`src/shared/shp_pkg.sv`:
```
/*
  Shared constants and types for the serial host port: pin sync reset
  values, serial clock timing, I2C own-address base, the engine state
  encoding and the packed carriers for configuration and engine state.
  Assumes a single 10 MHz core clock; no other files are needed.
*/
package shp_pkg;

  localparam int WORD_W = 8;
  localparam int NPIN = 5;

  // Sync index of each shared pin
  localparam int PIN_SCK = 4;
  localparam int PIN_MISO = 3;
  localparam int PIN_MOSI = 2;
  localparam int PIN_SS = 1;
  localparam int PIN_WREQ = 0;
  localparam logic [4:0] SYNC_RST = 5'h1F;

  // Core clock and generated serial clock half period
  localparam int CLK_PERIOD_NS = 100;
  localparam int SCK_HALF_NS = 500;
  localparam int SCK_HALF_CYC = (SCK_HALF_NS + CLK_PERIOD_NS - 1)
                                / CLK_PERIOD_NS < 1 ? 1 :
                                (SCK_HALF_NS + CLK_PERIOD_NS - 1)
                                / CLK_PERIOD_NS;
  localparam int DIV_W = 8;

  // Own slave address; value arbitrary, straps replace bits 2 and 0
  localparam logic [6:0] I2C_ADDR_BASE = 7'h2A;

  typedef enum logic [3:0] {
    ST_IDLE     = 4'h0,
    ST_SPI      = 4'h1,
    ST_SA_ADR   = 4'h2,
    ST_SA_ACK   = 4'h3,
    ST_SA_RX    = 4'h4,
    ST_SA_TX    = 4'h5,
    ST_SA_TACK  = 4'h6,
    ST_SA_WAIT  = 4'h7,
    ST_MA_START = 4'h8,
    ST_MA_BIT   = 4'h9,
    ST_MA_ACK   = 4'hA,
    ST_MA_STOP  = 4'hB
  } shp_state_t;

  typedef struct packed {
    logic i2c;
    logic master;
    logic cpol;
    logic cpha;
  } shp_cfg_t;

  localparam shp_cfg_t CFG_RST = 4'h0;

  typedef struct packed {
    shp_state_t st;
    logic [3:0] bitn;
    logic [7:0] rxs;
    logic [7:0] txs;
    logic dout;
    logic sck;
    logic scl_low;
    logic sda_low;
    logic [1:0] ph;
    logic rw;
    logic done;
    logic skip;
    logic push;
    logic pop;
    logic nack;
  } shp_eng_t;

  localparam shp_eng_t ENG_RST = '{st: ST_IDLE, default: '0};

endpackage

```
`src/shp_port.sv`:
```
/*
  Serial host port: five shared pins run as SPI master/slave or I2C
  master/slave. Transmit words arrive on a one-word holding register,
  received words leave through a two-entry buffer. Two-way pins are
  split into input, output and output enable; the bench resolves them.
  Assumes all pin inputs are asynchronous to I_CLK and that the
  configuration and request-enable inputs come from core logic.
*/
// Functional notes
// Five shared pins switch between SPI and I2C roles by mode.
// SPI master drives serial clock from divider; slave takes it as input.
// SPI slave ignores serial clock while slave select is high.
// Shift on one clock edge, sample on the opposite, per polarity/phase.
// Master drives MOSI, reads MISO; slave reads MOSI, drives MISO.
// SPI slave keeps MISO released while slave select is high.
// Slave select is active low; slave transfers only while it is low.
// Far side keeps slave select high while we are SPI master.
// Slave select low during SPI master mode sets a bus error flag.
// I2C slave only reads SCL; I2C master drives it open drain.
// I2C reads SDA when receiving, pulls it low only when sending.
// SDA changes only while SCL is low, except start and stop.
// Start is SDA falling while SCL is high.
// Stop is SDA rising while SCL high; free bus leaves SDA high.
// Two strap inputs form part of own I2C slave address.
// Slave drives word request low when ready, high at first clock.
// Master waits for word request low before each word.
// Word request released in reset and when request enables are zero.
// All port pins released during hardware and port resets.
// Mode and role come from config bits taken only while idle.
module shp_port #(
  parameter int HALF_CYC = shp_pkg::SCK_HALF_CYC
) (
  input wire logic I_CLK,
  input wire logic I_RSTN,
  input wire logic I_PORT_RST,
  input wire shp_pkg::shp_cfg_t I_CFG,
  input wire logic [1:0] I_REQ_EN,
  input wire logic I_ERR_CLR,
  input wire logic I_TX_VALID,
  input wire logic [7:0] I_TX_DATA,
  output logic O_TX_READY,
  output logic O_RX_VALID,
  output logic [7:0] O_RX_DATA,
  input wire logic I_RX_READY,
  input wire logic I_SCK,
  output logic O_SCK,
  output logic O_SCK_OE,
  input wire logic I_MISO,
  output logic O_MISO,
  output logic O_MISO_OE,
  input wire logic I_MOSI,
  output logic O_MOSI,
  output logic O_MOSI_OE,
  input wire logic I_SS_N,
  input wire logic I_WREQ_N,
  output logic O_WREQ_N,
  output logic O_WREQ_OE,
  output logic O_BUS_ERR,
  output logic O_OVRUN
);

  logic [4:0] sync1_q;
  logic [4:0] sync2_q;
  logic sck_p_q;
  logic sda_p_q;
  shp_pkg::shp_cfg_t cfg_q;
  shp_pkg::shp_eng_t e_q;
  logic [shp_pkg::DIV_W-1:0] div_q;
  logic tick_q;
  logic [7:0] tx_q;
  logic tx_full_q;
  logic [7:0] rd_q [2];
  logic [1:0] rv_q;
  logic wbusy_q;

  logic sck_s, sda_s, mosi_s, ss_n_s, wreq_n_s;
  logic sck_r, sck_f, i2c_start, i2c_stop;
  logic m_edge, lead, trail, smp, shf, din;
  logic rx_room, go, first, run_div, sl_i2c;
  logic [6:0] own_addr;
  logic [7:0] tx_word;

  // Two-stage sync of all pin inputs
  always_ff @(posedge I_CLK or negedge I_RSTN) begin
    if (!I_RSTN) begin
      sync1_q <= shp_pkg::SYNC_RST;
      sync2_q <= shp_pkg::SYNC_RST;
      sck_p_q <= 1'b1;
      sda_p_q <= 1'b1;
    end else begin
      sync1_q <= {I_SCK, I_MISO, I_MOSI, I_SS_N, I_WREQ_N};
      sync2_q <= sync1_q;
      sck_p_q <= sck_s;
      sda_p_q <= sda_s;
    end
  end

  assign sck_s = sync2_q[shp_pkg::PIN_SCK];
  assign sda_s = sync2_q[shp_pkg::PIN_MISO];
  assign mosi_s = sync2_q[shp_pkg::PIN_MOSI];
  assign ss_n_s = sync2_q[shp_pkg::PIN_SS];
  assign wreq_n_s = sync2_q[shp_pkg::PIN_WREQ];

  assign sck_r = sck_s & ~sck_p_q;
  assign sck_f = ~sck_s & sck_p_q;
  assign i2c_start = sck_s & sck_p_q & sda_p_q & ~sda_s;
  assign i2c_stop = sck_s & sck_p_q & ~sda_p_q & sda_s;
  assign sl_i2c = cfg_q.i2c & ~cfg_q.master;

  // Master clock edges; slave edges only count with select low
  assign m_edge = tick_q & (~e_q.done | (e_q.sck != cfg_q.cpol));
  always_comb begin
    if (cfg_q.master) begin
      lead = m_edge & (e_q.sck == cfg_q.cpol);
      trail = m_edge & (e_q.sck != cfg_q.cpol);
    end else begin
      lead = (cfg_q.cpol ? sck_f : sck_r) & ~ss_n_s;
      trail = (cfg_q.cpol ? sck_r : sck_f) & ~ss_n_s;
    end
  end
  assign smp = cfg_q.cpha ? trail : lead;
  assign shf = cfg_q.cpha ? lead : trail;
  assign din = cfg_q.master ? sda_s : mosi_s;

  assign own_addr = {shp_pkg::I2C_ADDR_BASE[6:3], ss_n_s,
                     shp_pkg::I2C_ADDR_BASE[1], mosi_s};
  assign rx_room = ~rv_q[1] & ~e_q.push;
  assign tx_word = tx_full_q ? tx_q : 8'h00;
  assign go = tx_full_q & rx_room & ~e_q.pop
              & ((I_REQ_EN == 2'h0) | ~wreq_n_s);

  // Mode taken only between transfers
  always_ff @(posedge I_CLK or negedge I_RSTN) begin
    if (!I_RSTN) begin
      cfg_q <= shp_pkg::CFG_RST;
    end else if (e_q.st == shp_pkg::ST_IDLE) begin
      cfg_q <= I_CFG;
    end
  end

  // Serial clock divider, one-cycle tick per half period
  assign run_div = cfg_q.master & (e_q.st != shp_pkg::ST_IDLE);
  always_ff @(posedge I_CLK or negedge I_RSTN) begin
    if (!I_RSTN) begin
      div_q <= '0;
      tick_q <= 1'b0;
    end else if (!run_div || I_PORT_RST) begin
      div_q <= '0;
      tick_q <= 1'b0;
    end else if (div_q == shp_pkg::DIV_W'(HALF_CYC - 1)) begin
      div_q <= '0;
      tick_q <= 1'b1;
    end else begin
      div_q <= div_q + 1'b1;
      tick_q <= 1'b0;
    end
  end

  // Transfer engine
  always_ff @(posedge I_CLK or negedge I_RSTN) begin
    if (!I_RSTN) begin
      e_q <= shp_pkg::ENG_RST;
    end else if (I_PORT_RST) begin
      e_q <= shp_pkg::ENG_RST;
    end else begin
      e_q.push <= 1'b0;
      e_q.pop <= 1'b0;
      e_q.nack <= 1'b0;
      if (sl_i2c && e_q.st != shp_pkg::ST_IDLE
          && (i2c_start || i2c_stop)) begin
        e_q.sda_low <= 1'b0;
        e_q.bitn <= 4'h0;
        e_q.st <= i2c_start ? shp_pkg::ST_SA_ADR
                            : shp_pkg::ST_IDLE;
      end else begin
        case (e_q.st)
          shp_pkg::ST_IDLE: begin
            e_q.sda_low <= 1'b0;
            e_q.scl_low <= 1'b0;
            e_q.bitn <= 4'h0;
            e_q.done <= 1'b0;
            e_q.skip <= 1'b0;
            if (cfg_q.i2c) begin
              if (!cfg_q.master && i2c_start) begin
                e_q.st <= shp_pkg::ST_SA_ADR;
              end else if (cfg_q.master && go) begin
                e_q.sda_low <= 1'b1;
                e_q.st <= shp_pkg::ST_MA_START;
              end
            end else if (!cfg_q.master ? !ss_n_s : (go && ss_n_s)) begin
              e_q.st <= shp_pkg::ST_SPI;
              e_q.sck <= cfg_q.cpol;
              e_q.txs <= cfg_q.cpha ? tx_word : {tx_word[6:0], 1'b0};
              e_q.dout <= cfg_q.cpha ? e_q.dout : tx_word[7];
              e_q.pop <= tx_full_q;
            end
          end
          shp_pkg::ST_SPI: begin
            if (!cfg_q.master && ss_n_s) begin
              e_q.st <= shp_pkg::ST_IDLE;
            end else begin
              if (cfg_q.master && m_edge) begin
                e_q.sck <= ~e_q.sck;
              end
              if (smp) begin
                e_q.rxs <= {e_q.rxs[6:0], din};
                e_q.bitn <= e_q.bitn + 4'h1;
                if (e_q.bitn == 4'h7) begin
                  e_q.push <= 1'b1;
                  e_q.bitn <= 4'h0;
                  e_q.done <= cfg_q.master;
                  if (!cfg_q.master) begin
                    e_q.txs <= cfg_q.cpha ? tx_word
                                          : {tx_word[6:0], 1'b0};
                    e_q.dout <= cfg_q.cpha ? e_q.dout : tx_word[7];
                    e_q.pop <= tx_full_q;
                    e_q.skip <= ~cfg_q.cpha;
                  end
                end
              end
              if (shf) begin
                if (e_q.skip) begin
                  e_q.skip <= 1'b0;
                end else begin
                  e_q.dout <= e_q.txs[7];
                  e_q.txs <= {e_q.txs[6:0], 1'b0};
                end
              end
              if (cfg_q.master && e_q.done && e_q.sck == cfg_q.cpol) begin
                e_q.st <= shp_pkg::ST_IDLE;
              end
            end
          end
          shp_pkg::ST_SA_ADR: begin
            if (sck_r) begin
              e_q.rxs <= {e_q.rxs[6:0], sda_s};
              e_q.bitn <= e_q.bitn + 4'h1;
            end
            if (sck_f && e_q.bitn == 4'h8) begin
              e_q.bitn <= 4'h0;
              if (e_q.rxs[7:1] == own_addr) begin
                e_q.sda_low <= 1'b1;
                e_q.rw <= e_q.rxs[0];
                e_q.st <= shp_pkg::ST_SA_ACK;
              end else begin
                e_q.st <= shp_pkg::ST_SA_WAIT;
              end
            end
          end
          shp_pkg::ST_SA_ACK: begin
            if (sck_f) begin
              e_q.sda_low <= 1'b0;
              e_q.bitn <= 4'h0;
              e_q.st <= shp_pkg::ST_SA_RX;
              if (e_q.rw) begin
                e_q.sda_low <= ~tx_word[7];
                e_q.txs <= {tx_word[6:0], 1'b0};
                e_q.pop <= tx_full_q;
                e_q.bitn <= 4'h1;
                e_q.st <= shp_pkg::ST_SA_TX;
              end
            end
          end
          shp_pkg::ST_SA_RX: begin
            if (sck_r) begin
              e_q.rxs <= {e_q.rxs[6:0], sda_s};
              e_q.bitn <= e_q.bitn + 4'h1;
            end
            if (sck_f && e_q.bitn == 4'h8) begin
              e_q.push <= 1'b1;
              e_q.bitn <= 4'h0;
              e_q.sda_low <= rx_room;
              e_q.st <= shp_pkg::ST_SA_ACK;
            end
          end
          shp_pkg::ST_SA_TX: begin
            if (sck_f) begin
              if (e_q.bitn == 4'h8) begin
                e_q.sda_low <= 1'b0;
                e_q.st <= shp_pkg::ST_SA_TACK;
              end else begin
                e_q.sda_low <= ~e_q.txs[7];
                e_q.txs <= {e_q.txs[6:0], 1'b0};
                e_q.bitn <= e_q.bitn + 4'h1;
              end
            end
          end
          shp_pkg::ST_SA_TACK: begin
            if (sck_r) begin
              e_q.st <= sda_s ? shp_pkg::ST_SA_WAIT : shp_pkg::ST_SA_ACK;
            end
          end
          shp_pkg::ST_SA_WAIT: begin
            e_q.sda_low <= 1'b0;
          end
          shp_pkg::ST_MA_START: begin
            if (tick_q) begin
              e_q.scl_low <= 1'b1;
              e_q.txs <= tx_q;
              e_q.pop <= 1'b1;
              e_q.bitn <= 4'h0;
              e_q.ph <= 2'h0;
              e_q.st <= shp_pkg::ST_MA_BIT;
            end
          end
          shp_pkg::ST_MA_BIT: begin
            if (tick_q) begin
              case (e_q.ph)
                2'h0: begin
                  e_q.ph <= 2'h1;
                  if (e_q.bitn == 4'h8) begin
                    e_q.sda_low <= 1'b0;
                    e_q.st <= shp_pkg::ST_MA_ACK;
                  end else begin
                    e_q.sda_low <= ~e_q.txs[7];
                    e_q.txs <= {e_q.txs[6:0], 1'b0};
                    e_q.bitn <= e_q.bitn + 4'h1;
                  end
                end
                2'h1: begin
                  e_q.scl_low <= 1'b0;
                  e_q.ph <= 2'h2;
                end
                default: begin
                  if (sck_s) begin
                    e_q.scl_low <= 1'b1;
                    e_q.ph <= 2'h0;
                  end
                end
              endcase
            end
          end
          shp_pkg::ST_MA_ACK: begin
            if (tick_q) begin
              if (e_q.ph == 2'h1) begin
                e_q.scl_low <= 1'b0;
                e_q.ph <= 2'h2;
              end else if (sck_s) begin
                e_q.scl_low <= 1'b1;
                e_q.ph <= 2'h0;
                e_q.nack <= sda_s;
                e_q.st <= shp_pkg::ST_MA_STOP;
                if (!sda_s && go) begin
                  e_q.txs <= tx_q;
                  e_q.pop <= 1'b1;
                  e_q.bitn <= 4'h0;
                  e_q.st <= shp_pkg::ST_MA_BIT;
                end
              end
            end
          end
          shp_pkg::ST_MA_STOP: begin
            if (tick_q) begin
              case (e_q.ph)
                2'h0: begin
                  e_q.sda_low <= 1'b1;
                  e_q.ph <= 2'h1;
                end
                2'h1: begin
                  e_q.scl_low <= 1'b0;
                  e_q.ph <= 2'h2;
                end
                default: begin
                  if (sck_s) begin
                    e_q.sda_low <= 1'b0;
                    e_q.st <= shp_pkg::ST_IDLE;
                  end
                end
              endcase
            end
          end
          default: begin
            e_q.st <= shp_pkg::ST_IDLE;
          end
        endcase
      end
    end
  end

  // Transmit holding register
  always_ff @(posedge I_CLK or negedge I_RSTN) begin
    if (!I_RSTN) begin
      tx_q <= 8'h00;
      tx_full_q <= 1'b0;
      O_TX_READY <= 1'b0;
    end else if (I_PORT_RST || e_q.pop) begin
      tx_full_q <= 1'b0;
      O_TX_READY <= 1'b1;
    end else if (I_TX_VALID && O_TX_READY) begin
      tx_q <= I_TX_DATA;
      tx_full_q <= 1'b1;
      O_TX_READY <= 1'b0;
    end else begin
      // Ready follows an empty holding register, also after reset
      O_TX_READY <= ~tx_full_q;
    end
  end

  // Two-entry receive buffer; entry 0 is the output
  always_ff @(posedge I_CLK or negedge I_RSTN) begin
    if (!I_RSTN) begin
      rd_q[0] <= 8'h00;
      rd_q[1] <= 8'h00;
      rv_q <= 2'h0;
      O_OVRUN <= 1'b0;
    end else if (I_PORT_RST) begin
      rv_q <= 2'h0;
      O_OVRUN <= 1'b0;
    end else begin
      if (rv_q[0] && I_RX_READY) begin
        rd_q[0] <= rv_q[1] ? rd_q[1] : e_q.rxs;
        rv_q[0] <= rv_q[1] | e_q.push;
        rd_q[1] <= e_q.rxs;
        rv_q[1] <= rv_q[1] & e_q.push;
      end else if (e_q.push) begin
        if (!rv_q[0]) begin
          rd_q[0] <= e_q.rxs;
          rv_q[0] <= 1'b1;
        end else if (!rv_q[1]) begin
          rd_q[1] <= e_q.rxs;
          rv_q[1] <= 1'b1;
        end else begin
          O_OVRUN <= 1'b1;
        end
      end else if (I_ERR_CLR) begin
        O_OVRUN <= 1'b0;
      end
    end
  end

  always_comb begin
    O_RX_VALID = rv_q[0];
    O_RX_DATA = rd_q[0];
  end

  // Sticky bus error; a new event beats the clear
  always_ff @(posedge I_CLK or negedge I_RSTN) begin
    if (!I_RSTN) begin
      O_BUS_ERR <= 1'b0;
    end else if (I_PORT_RST) begin
      O_BUS_ERR <= 1'b0;
    end else if ((~cfg_q.i2c & cfg_q.master & ~ss_n_s) | e_q.nack) begin
      O_BUS_ERR <= 1'b1;
    end else if (I_ERR_CLR) begin
      O_BUS_ERR <= 1'b0;
    end
  end

  // Word request line in slave role
  assign first = (e_q.st == shp_pkg::ST_SPI && !cfg_q.master && lead)
                 || (sck_r && ((e_q.st == shp_pkg::ST_SA_RX
                                && e_q.bitn == 4'h0)
                               || (e_q.st == shp_pkg::ST_SA_TX
                                   && e_q.bitn == 4'h1)));
  always_ff @(posedge I_CLK or negedge I_RSTN) begin
    if (!I_RSTN) begin
      O_WREQ_N <= 1'b1;
      O_WREQ_OE <= 1'b0;
      wbusy_q <= 1'b0;
    end else if (I_PORT_RST) begin
      O_WREQ_N <= 1'b1;
      O_WREQ_OE <= 1'b0;
      wbusy_q <= 1'b0;
    end else begin
      O_WREQ_OE <= ~cfg_q.master & (I_REQ_EN != 2'h0);
      if (first && !wbusy_q) begin
        O_WREQ_N <= 1'b1;
        wbusy_q <= 1'b1;
      end else begin
        if (e_q.push || e_q.st == shp_pkg::ST_IDLE) begin
          wbusy_q <= 1'b0;
        end
        if (!wbusy_q && tx_full_q && rx_room) begin
          O_WREQ_N <= 1'b0;
        end
      end
    end
  end

  // Pin drivers per mode; all released in any reset
  always_ff @(posedge I_CLK or negedge I_RSTN) begin
    if (!I_RSTN) begin
      O_SCK <= 1'b0;
      O_SCK_OE <= 1'b0;
      O_MISO <= 1'b0;
      O_MISO_OE <= 1'b0;
      O_MOSI <= 1'b0;
      O_MOSI_OE <= 1'b0;
    end else if (I_PORT_RST) begin
      O_SCK_OE <= 1'b0;
      O_MISO_OE <= 1'b0;
      O_MOSI_OE <= 1'b0;
    end else if (cfg_q.i2c) begin
      O_SCK <= 1'b0;
      O_SCK_OE <= e_q.scl_low;
      O_MISO <= 1'b0;
      O_MISO_OE <= e_q.sda_low;
      O_MOSI_OE <= 1'b0;
    end else begin
      O_SCK <= e_q.sck;
      O_SCK_OE <= cfg_q.master;
      O_MISO <= e_q.dout;
      O_MISO_OE <= ~cfg_q.master
                   & (e_q.st == shp_pkg::ST_SPI) & ~ss_n_s;
      O_MOSI <= e_q.dout;
      O_MOSI_OE <= cfg_q.master;
    end
  end

endmodule

```
`config.mk`:
```
export PLATFORM = sky130hd
export DESIGN_NAME = shp_port
export DESIGN_NICKNAME = d
export VERILOG_FILES = /design/src/shared/shp_pkg.sv /design/src/shp_port.sv
export SDC_FILE = /design/constraint.sdc
export NUM_CORES = 1
export LEC_CHECK = 0
export ABC_AREA = 1
export BUFFER_PORTS_ARGS = -buffer_cell sky130_fd_sc_hd__buf_2
export CORE_MARGIN = 2
export CORE_UTILIZATION = 55
export CTS_BUF_LIST = sky130_fd_sc_hd__clkbuf_8
export DETAILED_ROUTE_END_ITERATION = 7
export PLACE_DENSITY = 0.76
export SLEW_MARGIN = 5
export SYNTH_ARGS = -nofsm -noshare
export SYNTH_HDL_FRONTEND = slang
export SYNTH_SLANG_ARGS = --single-unit
```
`constraint.sdc`:
```
create_clock -name I_CLK -period 1.9 [get_ports I_CLK]
set_clock_uncertainty 0.05 [all_clocks]
set_input_delay 0.475 -clock I_CLK [delete_from_list [all_inputs] [get_ports I_CLK]]
set_output_delay 0.475 -clock I_CLK [all_outputs]
set_load 0.1 [all_outputs]
```
Word level (Yosys, flattened, before mapping). Index checks and enable logic that the tools add are counted.

Bits of input ports: 25. Output and inout port bits: 20. Bits in registers: 100. Word-level logic and storage cells: 405.

Add/subtract/negate cells: 2. Muxes and demuxes: 165. Reductions and logical operators: 77. Equal/unequal tests: 71. Bitwise logic cells: 47.

Operator list (count): 8-bit 2-to-1 mux (30); 4-bit inequality test (second input constant) (22); 4-bit 2-to-1 mux (19); 1-bit 2-to-1 mux (73); 3-bit inequality test (second input constant) (20); 8-bit one-hot mux with 7 select lines (1); 4-bit one-hot mux with 12 select lines (1); 36-bit 2-to-1 mux (1); 9-bit 2-to-1 mux (4); 4-bit one-hot mux with 9 select lines (1); 16-bit 2-to-1 mux (2); 1-bit bitwise AND (24); 3-bit nonzero test (8); 2-bit 2-to-1 mux (11); 22-bit 2-to-1 mux (1); 1-bit logical AND (21); 21-bit 2-to-1 mux (1); 4-bit by 3-bit equality test with 1-bit output (second input constant) (5); 4-bit equality test (second input constant) (5); 10-bit 2-to-1 mux (2); 20-bit AND reduction (1); 19-bit 2-to-1 mux (1); 1-bit inverter (19); 2-bit one-hot mux with 2 select lines (4); 47 further kinds (85).

Depth between registers and ports, before layout. Gate-level depths: netlist (run 1).

Depth in word-level cells: 13. Depth in mapped cells: 14. Mapped depth without buffers: 13.

Least setup slack after synthesis (run 1). No wires, ideal clock.

Path type: reg-to-reg. Start: reg rv_q[0]. End: reg rd_q[4] in the netlist's numbering. Required time: 1.768 ns. Library setup time: 0.082 ns. Period minus slack after synthesis: 2.303 ns. Buffers on the path: 1. Slack: -0.403 ns. Stages on the path, launching flop included: 8. Arrival time: 2.171 ns. Path through: dfrtp_1 > nand2_1 > nand2_1 > nand2_1 > nor2_1 > clkbuf_1 > nor2_1 > a31oi_1.

Longest elaborated chain between the ends: 3. Elaborated cells on any way between the ends: 5. Those cells by class: mux: 1; reduce/logical: 4.

RTL lines: start: declaration (RTL line shp_port.sv:73) `logic [1:0] rv_q;`; start signal: assignment (RTL line shp_port.sv:412) `rv_q[0] <= rv_q[1] | e_q.push;`; 1-bit logical AND (RTL line shp_port.sv:410) `if (rv_q[0] && I_RX_READY) begin`; 2-bit nonzero test (no line); 3-bit AND reduction (no line); end: declaration (RTL line shp_port.sv:72) `logic [7:0] rd_q [2];`.

Several ways; a longest one is shown, not always the timed one. A chain may end at the register's enable or synchronous reset.

Final worst setup path (run 1).
Start: reg e_q[32] in the netlist's numbering. End: reg e_q[4] in the netlist's numbering.

Longest elaborated chain between the ends: 5. Elaborated cells on any way between the ends: 14. Those cells by class: eq/ne: 5; mux: 3; reduce/logical: 6.

RTL lines: start: declaration (RTL line shp_port.sv:67) `shp_pkg::shp_eng_t e_q;`; start signal: assignment (RTL line shp_port.sv:162) `e_q <= shp_pkg::ENG_RST;`; start signal: assignment (RTL line shp_port.sv:164) `e_q <= shp_pkg::ENG_RST;`; 4-bit nonzero test (RTL line shp_port.sv:169) `if (sl_i2c && e_q.st != shp_pkg::ST_IDLE`; 1-bit logical AND (RTL line shp_port.sv:169); 1-bit logical AND (RTL line shp_port.sv:170) `&& (i2c_start || i2c_stop)) begin`; 2-bit inequality test (no line); 5-bit AND reduction (no line).

Several ways; a longest one is shown, not always the timed one. The select of a mux whose other input is x is not followed.

==> metrics.txt, run 1 <==
mean post-synth cell area a little over 7 um2; worst setup path category flop to flop; post-synthesis xor/xnor area fraction 0.00833; GRT Overall Usage 0.332; vias in the first global route 6412; cell-internal power 0.00492 W; clock transition at the registers of the reported paths 0.10 ns; die area approximately 0.012 mm2; headroom to the max-slew limit 0.674; clock tree from TritonCTS done; core footprint approximately 0.011 mm2; number of instances in the synthesized netlist between 800 and 900; post-synthesis share of cell area spent on and, or, nand and nor gates 0.350; first drt pass iteration count 7; post-synthesis mux area share 0.0141; global route total overflow 0; violated checks negative setup slack; effective utilization at floorplan 0.558; setup TNS -0.378 ns; die outline width about 110 um; Synth Area in Adders 0.00991; crit path max fanout 7; Final Instance Count excl. Fillers between 1000 and 1500; clock net sink count 100; final wirelength between 20000 and 25000 um; antenna-violating nets left 0; part of the total power dissipated in combinational logic 0.542; die height 111 um; Row Count 39; Routed WL per cell about 17 um; Fillers 866; kind of end point of the critical path flop; Pleak about 4.3 nW; Worst Path Arrival about 2.2 ns; Max Root-Sink Buffers 2; antenna diode count 0; largest family of logic cells by synthesized area simple AND/OR/NAND/NOR gates; clock latency reported for the late side of the worst-skew pair 0.41 ns; area overhead of the layout relative to synthesis 36.8%; number of unique standard cell types used by synthesis approximately 50; proportion of power drawn by the clock network 0.156; number of antenna violations at the first check in global routing 0; unrepaired setup endpoints after global routing yes; portion of the clock cycle consumed by the worst path in the final layout 1.03; Synth async-reset ratio 1.00; total number of vias between 7000 and 8000; category of the worst setup path launch point flop; flops & latches, synth 100; power dissipated by switching net loads between 0.004 and 0.005 W; sequential group share of total power 0.302; fraction of final layout cells sized beyond drive strength 1 0.357; MaxCap Viol Count 0; EDFF count, synth 0; worst voltage drop across the vdd grid 1.07 mV; Yosys warning total 0; net count of the mapped netlist slightly above 900; setup violators final 16; clock period minus final worst setup slack approximately 2 ns; detailed placer's ending HPWL around 15000 um; 1st-iter DRT viols roughly 800; Top-Level Pins 45; Setup WS post-layout -0.0515 ns; cell at the root of the clock tree clkbuf_8; pin count of the biggest net entering global routing 46; path class of the lowest-slack min-delay path input pin to flop; via density per instance around 5.8; result of the run finished, violations left; total of buffers placed on input and output ports 44; switching share of power 0.471; number of hold violations in the final report 0; end-of-flow core utilization 0.763; slew at the pin closest to its max-slew limit a little under 0.5 ns; Max Fclk ~510 MHz; leading register cell type out of synthesis dfrtp_1; Compound-Gate Fraction of Synth Area 0.124; share of the yosys chip area belonging to registers 0.399; drt drc 0; Total Power Consumption approximately 0.0093 W; power density of the placed cells 1080 mW/mm2; netlist area before placement ~0.0063 mm2; placed instance count 1184; number of CTS-inserted buffers 9; H-tree levels 3; wire length of the first global-routing pass ~32000 um; routability cong. just over 1; post-layout net count around 1100; number of slew-limit violations in the final report 0; Data required, critical path ~2.2 ns
[cell usage after synthesis (6+ instances only)]
cell	instances	area share
clkbuf_1	13	0.0077
buf_4	10	0.012
nor2_2	8	0.0079
nor2_1	114	0.068
buf_2	6	0.0048
o21ai_0	47	0.037
inv_2	12	0.0071
mux2_2	7	0.012
dfrtp_1	87	0.34
nand4_1	30	0.030
o221ai_1	6	0.0083
nand2_1	227	0.13
inv_1	95	0.056
nand2_2	13	0.013
nand3_1	90	0.071
a31oi_1	8	0.0079
a21oi_1	34	0.027
nor3_1	9	0.0071
o22ai_1	10	0.0099
dfstp_2	13	0.054
[final cells by class]
cell class                 count  area [um2]  share of cell area
multi-input combinational    656        3830               0.444
sequential                   100        2530               0.293
timing repair buffer         199        1480               0.171
inverter                     108         413              0.0478
tap                          143         179              0.0207
clock buffer                   9         124              0.0143
clock inverter                 7        76.3             0.00884
[power by group through the flow]
stage	sequential (W)	clock [W]	combinational [W]
floorplan	0.00308	0	0.00218
global placement	0.00278	0	0.00396
detailed placement	0.00279	0	0.00400
CTS	0.00277	0.00147	0.00428
global route	0.00284	0.00154	0.00539
finish	0.00281	0.00145	0.00504
[layout by cell type, fill, tap and decap left out, types with 7 or more instances in the layout]
master and count:
a21oi_1 30, a31oi_1 8, buf_2 42, buf_4 138, buf_6 16, clkbuf_8 9, dfrtp_1 80, dfstp_2 13
inv_1 86, inv_2 19, mux2_2 7, nand2_1 199, nand2_2 24, nand2_4 18, nand3_1 60, nand3_2 21
nand3_4 13, nand4_1 30, nor2_1 94, nor2_2 9, nor2_4 20, nor3_1 7, o21ai_0 39, o22ai_1 10
[cells by family (layout without fill, tap and decap cells)]
group                    after synthesis  count (layout)
multiplexers                           8               8
adder cells (fa/ha/maj)                5               5
AO/OA/AOI/OAI                        131             131
flip-flops                           100             100
buffers and inverters                141             323
AND/OR/NAND/NOR                      505             506
XOR/XNOR                               6               6
[worst max-delay path: stages (launching register included)]
cell and delay [ns]:
dfrtp_2 0.49, inv_2 0.09, nor2_4 0.21, nand2_4 0.17, nor2_2 0.13, nand2_1 0.12, nand2_2 0.16, nor2_2 0.06
buf_4 0.15, a21oi_1 0.15, a21oi_1 0.07
[metal layers]
layer / vias to the layer above / routed length, um / global-route usage / part of all wire
li1: 3319 / - / - / -
met1: 3306 / 9060 / 0.477 / 0.43
met2: 342 / 9730 / 0.506 / 0.46
met3: 67 / 1700 / 0.0459 / 0.080
met4: 0 / 702 / 0.137 / 0.033
met5: - / 0 / 0.0208 / 0
[stage by stage]
step	hold slack [ns]	instance area [um2]	setup slack, ns
3_5_place_dp	0.297	7570	-0.132
5_1_grt	0.0923	8630	-0.202
3_3_place_gp	0.296	7570	-0.127
4_1_cts	0.0967	8030	-0.0378
6_report	0.110	8630	-0.0515
2_1_floorplan	0.129	6320	0.00487
[path summary, 6_finish.rpt]
| path | to | start | slack, ns | depth (start not counted) |
|---|---|---|---|---|
| max reg2reg | e_q[4]$_DFFE_PN0P_ | e_q[32]$_DFFE_PN0P_ | -0.05 | 10 |
| min reg2reg | sync2_q[3]$_DFF_PN1_ | sync1_q[3]$_DFF_PN1_ | 0.31 | 0 |
| max in group asynchronous | sync1_q[4]$_DFF_PN1_ | I_RSTN | 0.81 | 3 |
| max | e_q[4]$_DFFE_PN0P_ | e_q[32]$_DFFE_PN0P_ | -0.05 | 10 |
| min | sync1_q[3]$_DFF_PN1_ | I_MISO | 0.11 | 1 |
| min in group asynchronous | e_q[0]$_DFF_PN0_ | I_RSTN | 0.42 | 2 |
[sequential cells by signal (all words and copies together) (netlist names), 2 cells and up]
register,cells
cfg_q,4
sync1_q,5
O_RX_DATA,8
sync2_q,5
div_q,8
rv_q,2
rd_q,8
tx_q,8
e_q,36
[timing repair]
action	CTS	global route
endpoints found under the hold margin	13	0
resized for setup	66	122
hold buffers	1	0
pin swaps	21	41
setup endpoints to repair	31	37
setup buffers	6	14
cloned	1	1
Power figures use the tool's default switching activity.
==> inputs of run 2 (changes only) <==
--- a/config.mk
+++ b/config.mk
@@ -8,10 +8,11 @@
 export ABC_AREA = 1
 export BUFFER_PORTS_ARGS = -buffer_cell sky130_fd_sc_hd__buf_2
 export CORE_MARGIN = 2
-export CORE_UTILIZATION = 55
+export CORE_UTILIZATION = 52
 export CTS_BUF_LIST = sky130_fd_sc_hd__clkbuf_8
 export DETAILED_ROUTE_END_ITERATION = 7
-export PLACE_DENSITY = 0.76
+export PLACE_DENSITY = 0.72
+export RECOVER_POWER = 50
 export SLEW_MARGIN = 5
 export SYNTH_ARGS = -nofsm -noshare
 export SYNTH_HDL_FRONTEND = slang
==> metrics.txt, run 2 (synthesis results as in run 1) <==
worst setup path category flop to flop (unchanged); power density of the placed cells 1070 mW/mm2 (was 1080 mW/mm2); 1st-iter DRT viols 762 (was 813); drt drc 0 (unchanged); Max Root-Sink Buffers 2 (unchanged); Max Fclk 506 MHz (was 512 MHz); MaxCap Viol Count 1 (was 0); r2r endpoint e_q[34]$_DFFE_PN0P_ (was e_q[4]$_DFFE_PN0P_); routability cong. 0.966 (was 1.03); global route total overflow 0 (unchanged); hold bufs inserted after CTS 0 (was 1); count of cells along the worst register-to-register path 13 (was 10); setup TNS -0.471 ns (was -0.378 ns); number of antenna violations at the first check in global routing 0 (unchanged); critical register-to-register path startpoint e_q[28]$_DFFE_PN0P_ (was e_q[32]$_DFFE_PN0P_); H-tree levels 3 (unchanged); wire length of the first global-routing pass 31000 um (was 32500 um); area overhead of the layout relative to synthesis 31.8% (was 36.8%); portion of the clock cycle consumed by the worst path in the final layout 1.04 (was 1.03); core footprint 0.0119 mm2 (was 0.0113 mm2); vias in the first global route 6044 (was 6412); antenna-violating nets left 0 (unchanged); pin count of the biggest net entering global routing 71 (was 46); path class of the lowest-slack min-delay path input pin to flop (unchanged); Fillers 971 (was 866); clock period minus final worst setup slack 1.97 ns (was 1.95 ns); first drt pass iteration count 6 (was 7); crit path max fanout 4 (was 7); detailed placer's ending HPWL 15100 um (was 15400 um); category of the worst setup path launch point flop (unchanged); end point of the critical path e_q[34]$_DFFE_PN0P_ (was e_q[4]$_DFFE_PN0P_); number of hold violations in the final report 0 (unchanged); fraction of final layout cells sized beyond drive strength 1 0.321 (was 0.357); kind of end point of the critical path flop (unchanged); Pleak 4.16 nW (was 4.26 nW); setup violators final 18 (was 16); Setup WS post-layout -0.0749 ns (was -0.0515 ns); number of flip-flops in the largest register 36 (unchanged); clock net sink count 100 (unchanged); number of CTS-inserted buffers 9 (unchanged); headroom to the max-slew limit -0.0336 (was 0.674); final wirelength 20100 um (was 21200 um); clock transition at the registers of the reported paths 0.10 ns (about the same); register area 0.00253 mm2 (about the same); cell at the root of the clock tree clkbuf_8 (unchanged); clock latency reported for the late side of the worst-skew pair 0.40 ns (was 0.41 ns); die area 0.0130 mm2 (was 0.0123 mm2); Final Instance Count excl. Fillers 1215 (was 1222); post-layout net count 1093 (was 1104); WHS Path Cells 1 (unchanged); number of slew-limit violations in the final report 31 (was 0); worst voltage drop across the vdd grid 0.604 mV (was 1.07 mV); die outline width 114 um (was 111 um); slew at the pin closest to its max-slew limit 1.55 ns (was 0.492 ns); end-of-flow core utilization 0.699 (was 0.763); Data required, critical path 2.18 ns (was 2.15 ns); placed instance count 1180 (was 1184); largest register by flop count e_q (unchanged); antenna diode count 0 (unchanged); Worst Path Arrival 2.26 ns (was 2.20 ns); GRT Overall Usage 0.307 (was 0.332); violated checks max-capacitance violations, max-slew violations, negative setup slack (was negative setup slack); Top-Level Pins 45 (unchanged); total of buffers placed on input and output ports 44 (unchanged); multi-input combinational cell area 0.00362 mm2 (was 0.00383 mm2); Routed WL per cell 16.5 um (was 17.3 um); die height 114 um (was 111 um); crit path from e_q[28]$_DFFE_PN0P_ (was e_q[32]$_DFFE_PN0P_); via density per instance 5.56 (was 5.76); r2r setup slk -0.07 ns (was -0.05 ns); result of the run finished, violations left (unchanged); commonest cells after routing, fill and taps aside 206 x nand2_1, 133 x buf_4, 96 x nor2_1 (was 199 x nand2_1, 138 x buf_4, 94 x nor2_1); effective utilization at floorplan 0.530 (was 0.558); clock tree from TritonCTS done (unchanged); unrepaired setup endpoints after global routing yes (unchanged); Row Count 40 (was 39); total number of vias 6759 (was 7034); most common cell after layout, fill and taps aside nand2_1 (unchanged)
run 2: cell types whose count changed in the layout (fill, tap and decap cells not counted), sizes merged:
cell / before / now
buf: 198 / 185
bufinv: 1 / 2
clkbuf: 9 / 13
clkinv: 4 / 3
dlygate4sd3: 1 / 0
nand2: 241 / 240
run 2: worst min path at each step:
stage	from	slack, ns	endpoint
after floorplan	I_RSTN	0.13	O_BUS_ERR$_DFFE_PN0P_
after global placement	sync1_q[3]$_DFF_PN1_	0.30	sync2_q[3]$_DFF_PN1_
after detailed placement	sync1_q[4]$_DFF_PN1_	0.30	sync2_q[4]$_DFF_PN1_
after CTS	I_RSTN	0.05	div_q[3]$_DFF_PN0_
after global routing	I_SCK	0.10	sync1_q[4]$_DFF_PN1_
final	I_MOSI	0.12	sync1_q[2]$_DFF_PN1_
run 2: routing by layer:
metal,GRT usage,vias to the layer above,wire (um)
met4,0.0959,0,440
li1,-,3293,-
met3,0.0630,39,1610
met1,0.449,3137,9090
met5,0,-,0
met2,0.459,290,8930
run 2: power by group:
part	total (W)	internal, W	switching, W
sequential	0.00282	0.00245	0.000369
combinational	0.00454	0.00163	0.00291
clock	0.00156	0.000743	0.000816
total	0.00891	0.00482	0.00409
run 2: cell type report:
cell class,instances,area share
clock buffers,9,0.0149
clock inverters,7,0.0113
multi-input cells,655,0.435
flip-flops and latches,100,0.304
inverters,108,0.0493
well taps,147,0.0221
repair buffers,189,0.163
run 2: timing repair:
action,in CTS,in global routing
setup endpoints to repair,31,37
endpoints found under the hold margin,0,0
pin swaps,9,34
gates cloned,0,1
resized for setup,39,87
buffers inserted,8,11
run 2: per-stage QoR:
| stage | hold WS [ns] | area [um2] | power [W] | worst slack, ns |
|---|---|---|---|---|
| CTS | 0.0474 | 7920 | 0.00843 | -0.0456 |
| floorplan | 0.129 | 6320 | 0.00526 | 0.00487 |
| global route | 0.100 | 8320 | 0.00941 | -0.199 |
| finish | 0.115 | 8320 | 0.00891 | -0.0749 |
| global placement | 0.296 | 7520 | 0.00667 | -0.222 |
| detailed placement | 0.300 | 7520 | 0.00669 | -0.192 |
run 2: worst max-delay path: stages (launching register included):
cell and delay [ns]:
dfrtp_1 0.39, inv_1 0.09, ha_2 0.21, nand3_4 0.11
buf_4 0.16, nand2_1 0.08, nand3_1 0.15, nand2_4 0.11
nand2_2 0.06, nor2_4 0.13, inv_2 0.05, nor2_4 0.16
nand3_2 0.09, nand2_1 0.07
==> inputs of run 3 (changes only) <==
--- a/config.mk
+++ b/config.mk
@@ -11,7 +11,7 @@
 export CORE_UTILIZATION = 52
 export CTS_BUF_LIST = sky130_fd_sc_hd__clkbuf_8
 export DETAILED_ROUTE_END_ITERATION = 7
-export PLACE_DENSITY = 0.72
+export PLACE_DENSITY = 0.69
 export RECOVER_POWER = 50
 export SLEW_MARGIN = 5
 export SYNTH_ARGS = -nofsm -noshare
==> constraint.sdc (replaced) <==
create_clock -name I_CLK -period 2.5 [get_ports I_CLK]
set_clock_uncertainty 0.05 [all_clocks]
set_input_delay 0.625 -clock I_CLK [delete_from_list [all_inputs] [get_ports I_CLK]]
set_output_delay 0.625 -clock I_CLK [all_outputs]
set_load 0.1 [all_outputs]
==> metrics.txt, run 3 (synthesis results as in run 1) <==
power density of the placed cells 837 mW/mm2 (was 1070 mW/mm2); setup TNS 0 ns (was -0.471 ns); Pleak 3.49 nW (was 4.16 nW); pin count of the biggest net entering global routing 38 (was 71); cell at the root of the clock tree clkbuf_8 (unchanged); clock latency reported for the late side of the worst-skew pair 0.39 ns (was 0.40 ns); detailed placer's ending HPWL 14800 um (was 15100 um); total of buffers placed on input and output ports 44 (unchanged); proportion of power drawn by the clock network 0.190 (was 0.175); worst voltage drop across the vdd grid 0.524 mV (was 0.604 mV); fraction of final layout cells sized beyond drive strength 1 0.163 (was 0.321); Max Root-Sink Buffers 2 (unchanged); commonest cells after routing, fill and taps aside 226 x nand2_1, 114 x nor2_1, 95 x inv_1 (was 206 x nand2_1, 133 x buf_4, 96 x nor2_1); wire length of the first global-routing pass 30800 um (was 31000 um); antenna diode count 0 (unchanged); total number of vias 6277 (was 6759); global route total overflow 0 (unchanged); 1st-iter DRT viols 694 (was 762); category of the worst setup path launch point flop (unchanged); effective utilization at floorplan 0.530 (unchanged); sequential group share of total power 0.364 (was 0.316); clock period minus final worst setup slack 2.31 ns (was 1.97 ns); violated checks max-capacitance violations, max-slew violations (was max-capacitance violations, max-slew violations, negative setup slack); Routed WL per cell 17.2 um (was 16.5 um); headroom to the max-slew limit -0.154 (was -0.0336); die outline width 114 um (unchanged); setup violators final 0 (was 18); number of antenna violations at the first check in global routing 0 (unchanged); via density per instance 5.69 (was 5.56); crit path max fanout 7 (was 4); die height 114 um (unchanged); path class of the lowest-slack min-delay path input pin to flop (unchanged); Top-Level Pins 45 (unchanged); die area 0.0130 mm2 (unchanged); post-layout net count 982 (was 1093); drt drc 0 (unchanged); switching share of power 0.472 (was 0.459); hold bufs inserted after CTS 0 (unchanged); Row Count 40 (unchanged); Placement Cell Area 0.00679 mm2 (was 0.00752 mm2); crit path from e_q[35]$_DFFE_PN0P_ (was e_q[28]$_DFFE_PN0P_); antenna-violating nets left 0 (unchanged); slew at the pin closest to its max-slew limit 1.73 ns (was 1.55 ns); part of the total power dissipated in combinational logic 0.446 (was 0.509); kind of end point of the critical path flop (unchanged); result of the run finished, violations left (unchanged); number of CTS-inserted buffers 9 (unchanged); H-tree levels 3 (unchanged); vias in the first global route 5778 (was 6044); worst hold-check slack 0.271 ns (was 0.115 ns); core footprint 0.0119 mm2 (unchanged); MaxCap Viol Count 1 (unchanged); GRT Overall Usage 0.306 (was 0.307); power dissipated by switching net loads 0.00276 W (was 0.00409 W); most common cell after layout, fill and taps aside nand2_1 (unchanged); area overhead of the layout relative to synthesis 10.9% (was 31.8%); number of hold violations in the final report 0 (unchanged); portion of the clock cycle consumed by the worst path in the final layout 0.926 (was 1.04); number of slew-limit violations in the final report 32 (was 31); first drt pass iteration count 5 (was 6); unrepaired setup endpoints after global routing no (was yes); worst setup path category flop to flop (unchanged); Worst Path Arrival 2.60 ns (was 2.26 ns); critical register-to-register path startpoint e_q[35]$_DFFE_PN0P_ (was e_q[28]$_DFFE_PN0P_); pre-CTS worst setup slack 0.176 ns (was -0.192 ns); number of flip-flops in the largest register 36 (unchanged); Data required, critical path 2.78 ns (was 2.18 ns); final wirelength 19000 um (was 20100 um); startpoint of the lowest-slack hold path I_SCK (was I_MOSI); largest register by flop count e_q (unchanged); Max Fclk 432 MHz (was 506 MHz); clock transition at the registers of the reported paths 0.10 ns (about the same); routability cong. 1.08 (was 0.966); clock tree from TritonCTS done (unchanged); cell-internal power 0.00309 W (was 0.00482 W); clock net sink count 100 (unchanged); Design Area, Final 0.00700 mm2 (was 0.00832 mm2); Setup WS post-layout 0.185 ns (was -0.0749 ns)
[run 3: cell types whose count changed in the layout (fill, tap and decap cells not counted), moves of 10 or more]
cell | previous run | this run
nor2_4 | 13 | 1
nand3_1 | 70 | 89
buf_4 | 133 | 31
nand2_1 | 206 | 226
nand3_4 | 10 | 0
nor2_1 | 96 | 114
nand2_4 | 11 | 0
[run 3: repair_timing]
| action | CTS | global route |
|---|---|---|
| setup buffers | 0 | 1 |
| endpoints found under the setup margin | 0 | 18 |
| resized for setup | 0 | 2 |
[run 3: worst paths after layout]
check	depth (start not counted)	slack, ns	to
hold reg to reg	0	0.31	sync2_q[1]$_DFF_PN1_
setup reg to reg	10	0.19	e_q[33]$_DFFE_PN0P_
hold / removal	1	0.27	sync1_q[4]$_DFF_PN1_
setup / recovery	10	0.19	e_q[33]$_DFFE_PN0P_
max in group asynchronous	2	0.48	sync1_q[4]$_DFF_PN1_
min in group asynchronous	1	0.63	rd_q[1]$_DFFE_PN0P_
[run 3: cell type report]
type | instances | area [um2]
fillers | 1187 | 4910
clock inverters | 6 | 71.3
multi-input cells | 655 | 3200
clock buffers | 10 | 138
inverters | 108 | 405
flip-flops and latches | 100 | 2520
well taps | 147 | 184
repair buffers | 78 | 480
[run 3: critical path, stage by stage (launching register included)]
cell and delay (ns):
dfrtp_1 0.47, nor2_4 0.22, nand2_2 0.19, nand3_1 0.13
a21oi_2 0.05, nor2_1 0.43, buf_4 0.24, nand3_1 0.10
o21ai_0 0.18, nand3_1 0.13, nand2_1 0.07
[run 3: power by group through the flow]
stage	Clock [W]	Sequential, W	Combinational, W
after floorplan	0	0.00234	0.00166
after global placement	0	0.00215	0.00256
after detailed placement	0	0.00215	0.00255
after CTS	0.00115	0.00213	0.00256
after global routing	0.00121	0.00216	0.00289
final	0.00111	0.00214	0.00261
[run 3: routing by layer]
metal / global-route usage / vias to the layer above / part of all wire
li1: - / 3071 / -
met1: 0.435 / 2874 / 0.46
met2: 0.462 / 287 / 0.44
met3: 0.0725 / 45 / 0.080
met4: 0.102 / 0 / 0.025
met5: 0 / - / 0
[run 3: per-stage QoR]
step | std cells | utilization | total power, W
3_3_place_gp | 1087 | 0.570 | 0.00471
3_5_place_dp | 1087 | 0.570 | 0.00470
2_1_floorplan | 896 | - | 0.00399
5_1_grt | 1104 | 0.588 | 0.00626
6_report | 1104 | 0.588 | 0.00586
4_1_cts | 1103 | 0.587 | 0.00583
